==> src/shared/sim_pkg.sv <==
// Purpose: constants and types of the switch interrupt flags and masks
// Assumes: apb slave, 32-bit data, word-aligned registers
// Notes: register index times four gives the byte address
package sim_pkg;
  localparam int ADDR_W = 12;
  localparam int DATA_W = 32;
  localparam int REG_W = 8;
  localparam int NPORT = 5;
  localparam int NLINK = 4;
  // register indexes
  localparam logic [7:0] IDX_INT_STATUS = 8'h7C;
  localparam logic [7:0] IDX_INT_MASK = 8'h7D;
  localparam logic [7:0] IDX_ACL_STATUS = 8'h7E;
  localparam logic [7:0] IDX_ACL_ENABLE = 8'h7F;
  localparam logic [1:0] ADDR_LSB = 2'h0;
  // status and mask field positions
  localparam int BIT_WAKE = 4;
  localparam int LINK_HI = 3;
  localparam int LINK_LO = 0;
  localparam int ACL_HI = 4;
  localparam logic [4:0] FLAG_RST = 5'h00;
  localparam logic [REG_W-1:0] REG_ZERO = 8'h00;
  localparam logic [DATA_W-1:0] DATA_ZERO = 32'h00000000;

  typedef struct packed {
    logic wake;
    logic [NLINK-1:0] link;
  } sim_flags_t;

  typedef struct packed {
    logic rd;
    logic wr;
    logic err;
    logic [REG_W-1:0] wdata;
  } sim_access_t;
endpackage

==> src/logic/sim_irq_regs.sv <==
// Purpose: interrupt flags, enables and request of a five-port switch
// Assumes: apb slave on pclk, one wait state per access
// Notes: register index times four gives the byte address
//
// Summary of operation
// port two link change sets status bit 1
// port one link change sets status bit 0
// link flags stay set until software writes one there; reset zero
// mask bit 4 is read-write wake interrupt enable, resets zero
// mask bits 3..0 are read-write link interrupt enables, reset zero
// acl status shows one read-only event flag per port in bits 4..0
// acl control holds one read-write enable per port in bits 4..0
// bits 7..5 of mask and acl registers read zero and ignore writes
// wake event sets status bit 4; cleared by wake control clear or by software writing one there
// ports four and three link changes set status bits 3 and 2
// interrupt request is high while any enabled flag is set
// an event in the clear cycle keeps its flag set
`timescale 1ns/100ps
module sim_irq_regs (
  input wire logic pclk,
  input wire logic presetn,
  input wire logic psel,
  input wire logic penable,
  input wire logic pwrite,
  input wire logic [sim_pkg::ADDR_W-1:0] paddr,
  input wire logic [sim_pkg::DATA_W-1:0] pwdata,
  input wire logic [3:0] pstrb,
  output logic [sim_pkg::DATA_W-1:0] prdata,
  output logic pready,
  output logic pslverr,
  input wire logic [sim_pkg::NLINK-1:0] link_change,
  input wire logic power_wake_event,
  input wire logic power_wake_clear,
  input wire logic [sim_pkg::NPORT-1:0] acl_event_pulse,
  input wire logic [sim_pkg::NPORT-1:0] acl_event_clear,
  output logic irq
);

  ////////////////////////////////////////////////////////////////////////
  // helpers

  // sticky flag update: set beats clear
  function automatic logic [4:0] sticky(
    input logic [4:0] cur,
    input logic [4:0] set,
    input logic [4:0] clr
  );
    sticky = set | (cur & ~clr);
  endfunction

  function automatic logic [sim_pkg::ADDR_W-1:0] reg_addr(
    input logic [7:0] idx
  );
    reg_addr = {2'h0, idx, sim_pkg::ADDR_LSB};
  endfunction

  ////////////////////////////////////////////////////////////////////////
  // state

  sim_pkg::sim_flags_t int_status;
  sim_pkg::sim_flags_t interrupt_enable_mask;
  logic [sim_pkg::NPORT-1:0] acl_event_flags;
  logic [sim_pkg::NPORT-1:0] acl_event_enables;

  ////////////////////////////////////////////////////////////////////////
  // apb decode

  wire access = psel & penable & ~pready;
  wire done = psel & penable & pready;
  wire sel_stat = paddr == reg_addr(sim_pkg::IDX_INT_STATUS);
  wire sel_mask = paddr == reg_addr(sim_pkg::IDX_INT_MASK);
  wire sel_aclst = paddr == reg_addr(sim_pkg::IDX_ACL_STATUS);
  wire sel_aclen = paddr == reg_addr(sim_pkg::IDX_ACL_ENABLE);
  wire mapped = sel_stat | sel_mask | sel_aclst | sel_aclen;
  wire lane0 = pstrb[0];
  wire [sim_pkg::REG_W-1:0] wbyte = pwdata[sim_pkg::REG_W-1:0];

  sim_pkg::sim_access_t acc;
  assign acc.rd = done & ~pwrite & mapped;
  assign acc.wr = done & pwrite & mapped & lane0;
  assign acc.err = ~mapped;
  assign acc.wdata = wbyte;

  wire wr_stat = acc.wr & sel_stat;
  wire wr_mask = acc.wr & sel_mask;
  wire wr_aclen = acc.wr & sel_aclen;

  ////////////////////////////////////////////////////////////////////////
  // flag next values

  wire [4:0] stat_set = {power_wake_event, link_change};
  wire [4:0] stat_clr = {
    power_wake_clear | (wr_stat & acc.wdata[sim_pkg::BIT_WAKE]),
    {sim_pkg::NLINK{wr_stat}} & acc.wdata[sim_pkg::LINK_HI:0]
  };
  wire [4:0] next_status = sticky(int_status, stat_set, stat_clr);
  wire [4:0] next_acl =
    sticky(acl_event_flags, acl_event_pulse, acl_event_clear);

  wire [4:0] pend_stat = int_status & interrupt_enable_mask;
  wire [4:0] pend_acl = acl_event_flags & acl_event_enables;
  wire next_irq = (|pend_stat) | (|pend_acl);

  ////////////////////////////////////////////////////////////////////////
  // read mux, upper bits zero

  wire [sim_pkg::REG_W-1:0] rd_byte =
    sel_stat ? {3'h0, int_status} :
    sel_mask ? {3'h0, interrupt_enable_mask} :
    sel_aclst ? {3'h0, acl_event_flags} :
    sel_aclen ? {3'h0, acl_event_enables} :
    sim_pkg::REG_ZERO;
  wire [sim_pkg::DATA_W-1:0] next_prdata =
    {24'h000000, rd_byte};

  ////////////////////////////////////////////////////////////////////////
  // registers

  always_ff @(posedge pclk or negedge presetn) begin
    if (!presetn) begin
      int_status <= sim_pkg::FLAG_RST;
      acl_event_flags <= sim_pkg::FLAG_RST;
    end else begin
      int_status <= next_status;
      acl_event_flags <= next_acl;
    end
  end

  always_ff @(posedge pclk or negedge presetn) begin
    if (!presetn) begin
      interrupt_enable_mask <= sim_pkg::FLAG_RST;
    end else if (wr_mask) begin
      interrupt_enable_mask <= acc.wdata[sim_pkg::BIT_WAKE:0];
    end
  end

  always_ff @(posedge pclk or negedge presetn) begin
    if (!presetn) begin
      acl_event_enables <= sim_pkg::FLAG_RST;
    end else if (wr_aclen) begin
      acl_event_enables <= acc.wdata[sim_pkg::ACL_HI:0];
    end
  end

  always_ff @(posedge pclk or negedge presetn) begin
    if (!presetn) begin
      pready <= 1'b0;
      pslverr <= 1'b0;
      prdata <= sim_pkg::DATA_ZERO;
    end else begin
      pready <= access;
      pslverr <= access & acc.err;
      if (access) begin
        prdata <= pwrite ? sim_pkg::DATA_ZERO : next_prdata;
      end
    end
  end

  always_ff @(posedge pclk or negedge presetn) begin
    if (!presetn) begin
      irq <= 1'b0;
    end else begin
      irq <= next_irq;
    end
  end

  ////////////////////////////////////////////////////////////////////////
  // checks

  a_link1_set: assert property (@(posedge pclk) disable iff (!presetn)
    link_change[1] |=> int_status.link[1])
    else $error("port two link flag not set");

  a_link_quiet: assert property (@(posedge pclk) disable iff (!presetn)
    (!int_status.link[1] && !link_change[1]) |=> !int_status.link[1])
    else $error("port two link flag set with no change");

  a_link0_set: assert property (@(posedge pclk) disable iff (!presetn)
    link_change[0] |=> int_status.link[0])
    else $error("port one link flag not set");

  a_link_hold: assert property (@(posedge pclk) disable iff (!presetn)
    (int_status.link[3] && !(wr_stat && acc.wdata[3]))
    |=> int_status.link[3])
    else $error("link flag dropped without a clear");

  a_link_w1c: assert property (@(posedge pclk) disable iff (!presetn)
    (wr_stat && acc.wdata[2] && !link_change[2])
    |=> !int_status.link[2])
    else $error("link flag not cleared by write one");

  a_mask_wake: assert property (@(posedge pclk) disable iff (!presetn)
    wr_mask |=> interrupt_enable_mask.wake
      == $past(pwdata[sim_pkg::BIT_WAKE]))
    else $error("wake enable not written");

  a_mask_hold: assert property (@(posedge pclk) disable iff (!presetn)
    !wr_mask |=> $stable(interrupt_enable_mask.wake))
    else $error("wake enable changed without a write");

  a_mask_link: assert property (@(posedge pclk) disable iff (!presetn)
    !wr_mask |=> $stable(interrupt_enable_mask.link))
    else $error("link enables changed without a write");

  a_strobe_skip: assert property (@(posedge pclk) disable iff (!presetn)
    (done && pwrite && sel_mask && !lane0)
    |=> $stable(interrupt_enable_mask))
    else $error("mask written with lane zero off");

  a_acl_flag: assert property (@(posedge pclk) disable iff (!presetn)
    (acl_event_pulse[4] ##1 !acl_event_clear[4])
    |=> acl_event_flags[4])
    else $error("acl flag not held");

  a_acl_set: assert property (@(posedge pclk) disable iff (!presetn)
    acl_event_pulse[0] |=> acl_event_flags[0])
    else $error("acl flag not set");

  a_acl_ro: assert property (@(posedge pclk) disable iff (!presetn)
    (done && pwrite && sel_aclst && !(|acl_event_pulse)
      && !(|acl_event_clear))
    |=> $stable(acl_event_flags))
    else $error("acl flags changed by a bus write");

  a_acl_clear: assert property (@(posedge pclk) disable iff (!presetn)
    (acl_event_clear[0] && !acl_event_pulse[0]) |=> !acl_event_flags[0])
    else $error("acl flag not cleared");

  a_acl_enable: assert property (@(posedge pclk) disable iff (!presetn)
    wr_aclen |=> acl_event_enables == $past(pwdata[4:0]))
    else $error("acl enables not written");

  a_acl_en_hold: assert property (@(posedge pclk) disable iff (!presetn)
    !wr_aclen |=> $stable(acl_event_enables))
    else $error("acl enables changed without a write");

  a_upper_zero: assert property (@(posedge pclk) disable iff (!presetn)
    (access && !pwrite && (sel_mask || sel_aclen))
    |=> prdata[7:5] == 3'h0)
    else $error("reserved bits read nonzero");

  a_read_upper: assert property (@(posedge pclk) disable iff (!presetn)
    acc.rd |-> prdata[sim_pkg::DATA_W-1:sim_pkg::REG_W] == 24'h000000)
    else $error("read data upper bytes nonzero");

  a_wake_set: assert property (@(posedge pclk) disable iff (!presetn)
    power_wake_event |=> int_status.wake)
    else $error("wake flag not set");

  a_wake_hold: assert property (@(posedge pclk) disable iff (!presetn)
    (int_status.wake && !power_wake_clear
      && !(wr_stat && acc.wdata[sim_pkg::BIT_WAKE]))
    |=> int_status.wake)
    else $error("wake flag dropped without a clear");

  a_wake_clear: assert property (@(posedge pclk) disable iff (!presetn)
    (power_wake_clear && !power_wake_event) |=> !int_status.wake)
    else $error("wake flag not cleared");

  a_link3_set: assert property (@(posedge pclk) disable iff (!presetn)
    link_change[3] ##1 1'b1 |-> int_status.link[3])
    else $error("port four link flag not set");

  a_link2_set: assert property (@(posedge pclk) disable iff (!presetn)
    link_change[2] |=> int_status.link[2])
    else $error("port three link flag not set");

  a_irq_level: assert property (@(posedge pclk) disable iff (!presetn)
    ((|pend_stat) || (|pend_acl)) |=> irq)
    else $error("irq missing while enabled flag set");

  a_irq_quiet: assert property (@(posedge pclk) disable iff (!presetn)
    (pend_stat == 5'h00 && pend_acl == 5'h00) |=> !irq)
    else $error("irq high with no enabled flag");

  a_set_wins: assert property (@(posedge pclk) disable iff (!presetn)
    (link_change[0] && wr_stat && acc.wdata[0])
    |=> int_status.link[0])
    else $error("event lost to a clear");

  a_wake_wins: assert property (@(posedge pclk) disable iff (!presetn)
    (power_wake_event && power_wake_clear) |=> int_status.wake)
    else $error("wake event lost to a clear");

  a_acl_wins: assert property (@(posedge pclk) disable iff (!presetn)
    (acl_event_pulse[2] && acl_event_clear[2]) |=> acl_event_flags[2])
    else $error("acl event lost to a clear");

  // bus handshake: one wait state, one-cycle answer, error only with ready
  a_apb_wait: assert property (@(posedge pclk) disable iff (!presetn)
    (psel && penable && !pready) |=> pready)
    else $error("apb answer late");

  a_ready_pulse: assert property (@(posedge pclk) disable iff (!presetn)
    pready |=> !pready)
    else $error("ready high two cycles");

  a_err_pair: assert property (@(posedge pclk) disable iff (!presetn)
    pslverr |-> pready)
    else $error("error flag without ready");

  a_err_read: assert property (@(posedge pclk) disable iff (!presetn)
    (access && acc.err && !pwrite) |=> prdata == sim_pkg::DATA_ZERO)
    else $error("unmapped read returned data");

endmodule

==> config.mk <==
export PLATFORM = sky130hd
export DESIGN_NAME = sim_irq_regs
export DESIGN_NICKNAME = d
export VERILOG_FILES = /design/src/shared/sim_pkg.sv /design/src/logic/sim_irq_regs.sv
export SDC_FILE = /design/constraint.sdc
export NUM_CORES = 1
export LEC_CHECK = 0
export ABC_AREA = 1
export BUFFER_PORTS_ARGS = -buffer_cell sky130_fd_sc_hd__buf_2
export CAP_MARGIN = 10
export CORE_MARGIN = 5
export CORE_UTILIZATION = 35
export CTS_CLUSTER_SIZE = 10
export DETAILED_ROUTE_END_ITERATION = 6
export GPL_ROUTABILITY_DRIVEN = 0
export GPL_TIMING_DRIVEN = 0
export PLACE_DENSITY = 0.68
export SLEW_MARGIN = 20
export SYNTH_ARGS = -nofsm -noshare
export SYNTH_HDL_FRONTEND = slang
export SYNTH_SLANG_ARGS = --single-unit
==> constraint.sdc <==
create_clock -name pclk -period 1.36 [get_ports pclk]
set_input_delay 0.272 -clock pclk [delete_from_list [all_inputs] [get_ports pclk]]
set_output_delay 0.272 -clock pclk [all_outputs]
set_load 0.005 [all_outputs]
==> reports/results.ini, run 1 <==
[pwr]
power_mw=1.632
leakagePower_nw=1.399
vdd_drop_max_mv=0.2773
powerDensity_mw_per_mm2=724.0

[drt]
drtPass1Iterations=4
drc=0
vias=1547
ant_nets=0
routedWlPerCell_um=10.47
routed_wirelength_um=3970
vias_per_cell=4.082
first_iter_violations=78

[yosys]
synthDistinctLibCells=22
yosysSeqAreaShare_pct=39.74
synth-main-ff-cell=dfrtp_1
netlist_area_sq_mm=0.001763
async_flop_share_pct=100.0
yosysMostFrequentCell=nand2_1
synthTopCellsByArea=dfrtp_1, nand2_1, buf_4, inv_1, nor2_1
synth_area_per_cell_sq_um=7.534
yosys-top-cells-count=nand2_1, inv_1, dfrtp_1
synth_top_area_share_pct=39.74
ys_ff_latch=28
synth_edf_count=0
syn_inst=234
yosysTopAreaCell=dfrtp_1
yosys_warnings=0

[die]
rows=25
fp.dieH_um=80.97
coreArea_sq_mm=0.004817
start_util_pct=36.60
die_w_um=80.97
die-area_sq_mm=0.006556
io_pins=104

[sta]
fmaxAchievable_mhz=818.1
tightest_slew_ns=0.6240
finalSetupTns_ns=0
post-route-min-period_ns=1.222
slew_headroom_pct=58.40
fin_hold_ws_ns=-0.006664
final-setup-viol-count=0
period_share_pct=89.87
finalMaxSlewViolations=0
rsz0062_at_grt=false
hold_viol=8
clock_skew_ns=0.001740

[placed_design]
postPlaceCellArea_sq_mm=0.002175
dp_hpwl_um=3275
portBuffers=46

[global_routing]
grt_pass1_wl_um=6147
grt.overflow.total=0
grt_pass1_vias=1435
antenna_found_initial=0
grt_max_degree=29
track_usage_pct=11.99

[setup_path]
r2r-start=pready
startpoint_type=flop
cp_slowest_cell=dfrtp_1
endpoint_kind=flop
cp_num_buf_inv=0
crit_arrival_ns=1.39
worst_ep_required_time_ns=1.53
critPathMaxStageDelay_ns=0.39
crit_path_start=pready
crit_chain=nand3_1, nor2_2, nand3_2, nand2_1, o21ai_0
worstPathMaxFanout=10
path_delay_family=simple AND/OR/NAND/NOR gates
path_class=flop to flop

[clocking]
path_clk_slew_ns=0.10
cts_tree=done
clock_tree.root_cell=clkbuf_8
cts_buffers=3
htree_levels=1
clock_latency_ns=0.28
ctsLongestPathBuffers=2
cts.sinks=28

[finish]
layout-drive-gt1-share_pct=30.77
syn2layout_area_growth_pct=27.89
fin_area_sq_mm=0.002255
insertedDiodeCount=0
post-route-util_pct=46.81
final_nets=382

[run_status]
violations=negative hold slack
status=finished, violations left

[job]
drv_cap=0

[hold_path]
worstHoldPathType=input pin to async pin

[state kept, by name, summed over array words and instances, names as in the netlist]
signal / cells
acl_event_enables: 5
interrupt_enable_mask: 5
irq: 1
acl_event_flags: 5
int_status: 5
pready: 1
pslverr: 1
prdata: 5
[placed cells by master (no fill, tap or decap)]
cell type	instances
nand2_1	55
nand2_2	3
a21oi_1	3
a221oi_1	1
nor2_8	1
nor2_1	20
dfrtp_1	28
nor2_4	3
nand3_1	12
o21ai_0	8
nor3_4	2
o21bai_1	9
o21ai_1	6
inv_1	41
clkinv_2	1
nor2_2	3
buf_2	46
nand2_4	1
conb_1	27
inv_2	1
buf_4	29
clkbuf_8	4
nand4_1	3
nand3_2	2
o2111ai_1	3
[area by class of cell]
| type | count | area (sq um) |
|---|---|---|
| Inverter | 43 | 162.7 |
| Buffer | 27 | 202.7 |
| Multi-Input combinational cell | 162 | 804.5 |
| Timing Repair Buffer | 48 | 245.2 |
| Clock buffer | 4 | 55.05 |
| Tap cell | 67 | 83.83 |
| Sequential cell | 28 | 700.7 |
| Fill cell | 512 | 2562 |
[worst paths after layout]
check | slack [ns] | depth (start not counted) | endpoint
worst min register to register | 0.48 | 2 | prdata[4]
worst min-delay path | -0.007 | 1 | int_status[3]
max in group asynchronous | 0.96 | 1 | pready
worst max-delay path | 0.14 | 5 | acl_event_enables[2]
min in group pclk | 0.15 | 2 | acl_event_flags[1]
worst max register to register | 0.14 | 5 | acl_event_enables[2]
[metal layers]
| layer | part of all wire (%) | track usage [%] | vias to the layer above |
|---|---|---|---|
| li1 | - | - | 820 |
| met1 | 43 | 14.93 | 669 |
| met2 | 48 | 20.85 | 53 |
| met3 | 7.6 | 2.106 | 5 |
| met4 | 1.4 | 4.054 | 0 |
| met5 | 0 | 0 | - |
[where the power goes]
group	switching [mW]	total, mW	internal [mW]
sequential	0.0113	0.859	0.847
clock	0.270	0.530	0.260
combinational	0.127	0.244	0.117
total	0.408	1.63	1.22
[through the flow]
stage	hold slack [ns]	setup slack (ns)	std cells
after floorplan	-0.02359	0.1474	260
after global placement	0.3275	-0.1402	373
after detailed placement	0.3321	-0.1693	373
after CTS	0.01906	0.009628	377
after global routing	0.05090	0.01989	379
final	-0.006664	0.1377	379
[timing repair]
action / 4_1_cts / 5_1_grt
endpoints found under the setup margin: 0 / 12
setup buffers: 0 / 2
gates resized for setup: 0 / 5
hold buffers: 0 / 0
[worst reg2reg max path: stages (launching register included)]
cell and delay [ns]:
dfrtp_1 0.39, nand3_1 0.16, nor2_2 0.19, nand3_2 0.20
nand2_1 0.10, o21ai_0 0.08
[cells by family after synthesis]
family	synth area share (%)
AND/OR/NAND/NOR	28.67
buffers and inverters	20.72
AO/OA/AOI/OAI	10.65
flip-flops	39.74
other	0.2127
(Power assumes the default switching activity.)
==> run 2: changes to the inputs <==
==> constraint.sdc (replaced) <==
create_clock -name pclk -period 1.36 [get_ports pclk]
set_input_delay 0.136 -clock pclk [delete_from_list [all_inputs] [get_ports pclk]]
set_output_delay 0.136 -clock pclk [all_outputs]
set_load 0.005 [all_outputs]
==> run 2 against run 1 <==
  * The run now ends clean
  * Clock power about the same
  * Die area unchanged
  * Clock-buffer cell count unchanged
  * Hold slack better by 0.025 ns
  * Utilization up 0.21 points
  * Combinational power about the same
  * Sequential power about the same
  * Cell count up 0.26%
  * Critical path type unchanged
  * Largest power group unchanged
  * Highest routed layer unchanged
==> reports/results.ini, run 2 (synthesized netlist as in run 1, its figures left out) <==
[clocking]
cts_tree=done  ; unchanged
cts_buffers=3  ; unchanged
path_clk_slew_ns=0.10  ; about the same
clock_latency_ns=0.28  ; about the same
clock_tree.root_cell=clkbuf_8  ; unchanged
cts.sinks=28  ; unchanged
htree_levels=1  ; unchanged
ctsLongestPathBuffers=2  ; unchanged

[setup_path]
critPathMaxStageDelay_ns=0.39  ; about the same
reg2reg_depth=5  ; unchanged
crit_end=acl_event_enables[2]  ; unchanged
r2r-start=pready  ; unchanged
path_class=flop to flop  ; unchanged
r2r_end=acl_event_enables[2]  ; unchanged
startpoint_type=flop  ; unchanged
cp_slowest_cell=dfrtp_1  ; unchanged
endpoint_kind=flop  ; unchanged
rrSetupSlack_ns=0.14  ; about the same
worstPathMaxFanout=10  ; unchanged
worst_ep_required_time_ns=1.53  ; about the same
crit_path_start=pready  ; unchanged
crit_arrival_ns=1.39  ; about the same
crit_chain=nand3_1, nor2_2, nand3_2, nand2_1, o21ai_0  ; unchanged

[finish]
layout-drive-gt1-share_pct=30.67  ; was 30.77%
final_nets=383  ; was 382
syn2layout_area_growth_pct=28.46  ; was 27.89%
final_common_cell=nand2_1  ; unchanged
layout_common_cells=nand2_1, buf_2, inv_1  ; unchanged
insertedDiodeCount=0  ; unchanged

[drt]
vias=1551  ; was 1547
vias_per_cell=4.082  ; about the same
drc=0  ; unchanged
ant_nets=0  ; unchanged
routedWlPerCell_um=10.45  ; was 10.47 um
first_iter_violations=79  ; was 78
routed_wirelength_um=3971  ; was 3970 um
drtPass1Iterations=4  ; unchanged

[pwr]
switching_share_pct=24.96  ; was 24.98%
seq_power_share_pct=52.5  ; was 52.6%
p_sw_mw=0.4080  ; was 0.4077 mW
power.internal_mw=1.226  ; was 1.225 mW
leakagePower_nw=1.403  ; was 1.399 nW
power_frac_clock_pct=32.4  ; was 32.5%
p_comb_share_pct=15.1  ; was 15.0%
vdd_drop_max_mv=0.2774  ; was 0.2773 mV
powerDensity_mw_per_mm2=721.7  ; was 724.0 mW/mm^2

[die]
io_pins=104  ; unchanged
coreArea_sq_mm=0.004817  ; unchanged
fp.dieH_um=80.97  ; unchanged
die-area_sq_mm=0.006556  ; unchanged
rows=25  ; unchanged
start_util_pct=36.60  ; unchanged
die_w_um=80.97  ; unchanged

[sta]
final-setup-viol-count=0  ; unchanged
period_share_pct=89.87  ; about the same
finalSetupTns_ns=0  ; unchanged
finalMaxSlewViolations=0  ; unchanged
fin_hold_ws_ns=0.01803  ; was -0.006664 ns
clock_skew_ns=0.001734  ; was 0.001740 ns
fmaxAchievable_mhz=818.2  ; was 818.1 MHz
slew_headroom_pct=58.29  ; was 58.40%
post-route-min-period_ns=1.222  ; about the same
rsz0062_at_grt=false  ; unchanged
hold_viol=0  ; was 8
tightest_slew_ns=0.6256  ; was 0.6240 ns

[global_routing]
grt_pass1_wl_um=6134  ; was 6147 um
grt_pass1_vias=1429  ; was 1435
grt.overflow.total=0  ; unchanged
antenna_found_initial=0  ; unchanged
grt_max_degree=29  ; unchanged
track_usage_pct=11.97  ; was 11.99%

[placed_design]
dp_hpwl_um=3275  ; unchanged
portBuffers=46  ; unchanged

[hold_path]
worstHoldPathType=input pin to flop  ; was input pin to async pin
worst_hold_path.num_cells=2

[job]
drv_cap=0  ; unchanged

[run_status]
status=completed  ; was finished, violations left

-- run 2: cell count changes in the layout (fill, tap and decap cells not counted) --
cell	delta
dlygate4sd3_1	+1
-- run 2: how the worst min path moves through the flow --
stage                                  start                    to  slack (ns)
after floorplan                      presetn  acl_event_enables[0]       -0.16
after global placement               presetn         int_status[3]        0.19
after detailed placement             presetn         int_status[3]        0.20
after CTS                 acl_event_clear[1]    acl_event_flags[1]        0.01
after global routing      acl_event_clear[1]    acl_event_flags[1]        0.01
final                     acl_event_clear[1]    acl_event_flags[1]        0.02
-- run 2: repair_timing --
item	4_1_cts	5_1_grt
setup endpoints to repair	0	12
endpoints found under the hold margin	28	0
resized for setup	0	5
setup buffers	0	2
hold buffers	1	0
-- run 2: routing by layer --
layer  track usage [%]  vias to the layer above  wire [um]
li1                  -                      822          -
met1             14.86                      671       1698
met2             20.85                       53       1913
met3             2.106                        5        302
met4             4.054                        0         57
met5                 0                        -          0
-- run 2: through the flow --
stage	instance area (sq um)	worst slack (ns)	utilization (%)	power, mW	instances
after floorplan	1861	0.2226	-	1.019	260
after global placement	2175	-0.004246	45.14	1.113	373
after detailed placement	2175	-0.03327	45.14	1.116	373
after CTS	2240	0.009628	46.49	1.638	378
after global routing	2265	0.01989	47.01	1.701	380
final	2265	0.1377	47.01	1.634	380
-- run 2: power by group through the flow --
stage	registers, mW	logic (mW)	clock network, mW
floorplan	0.872	0.147	0
global placement	0.875	0.238	0
detailed placement	0.875	0.240	0
CTS	0.859	0.243	0.536
global route	0.861	0.278	0.562
finish	0.859	0.246	0.530
-- run 2: critical path, delay by kind of cell (launching register included) --
kind / cells / cell delay, ns
and+or+nand+nor: 4 / 0.65
DFF: 1 / 0.39
AOI/OAI and AO/OA: 1 / 0.08
-- run 2: cell type report --
type / count / area (sq um)
buffer: 27 / 202.7
timing repair buffer: 49 / 255.2
tap: 67 / 83.83
clock buffer: 4 / 55.05
sequential: 28 / 700.7
inverter: 43 / 162.7
multi-input combinational: 162 / 804.5
fill: 511 / 2552
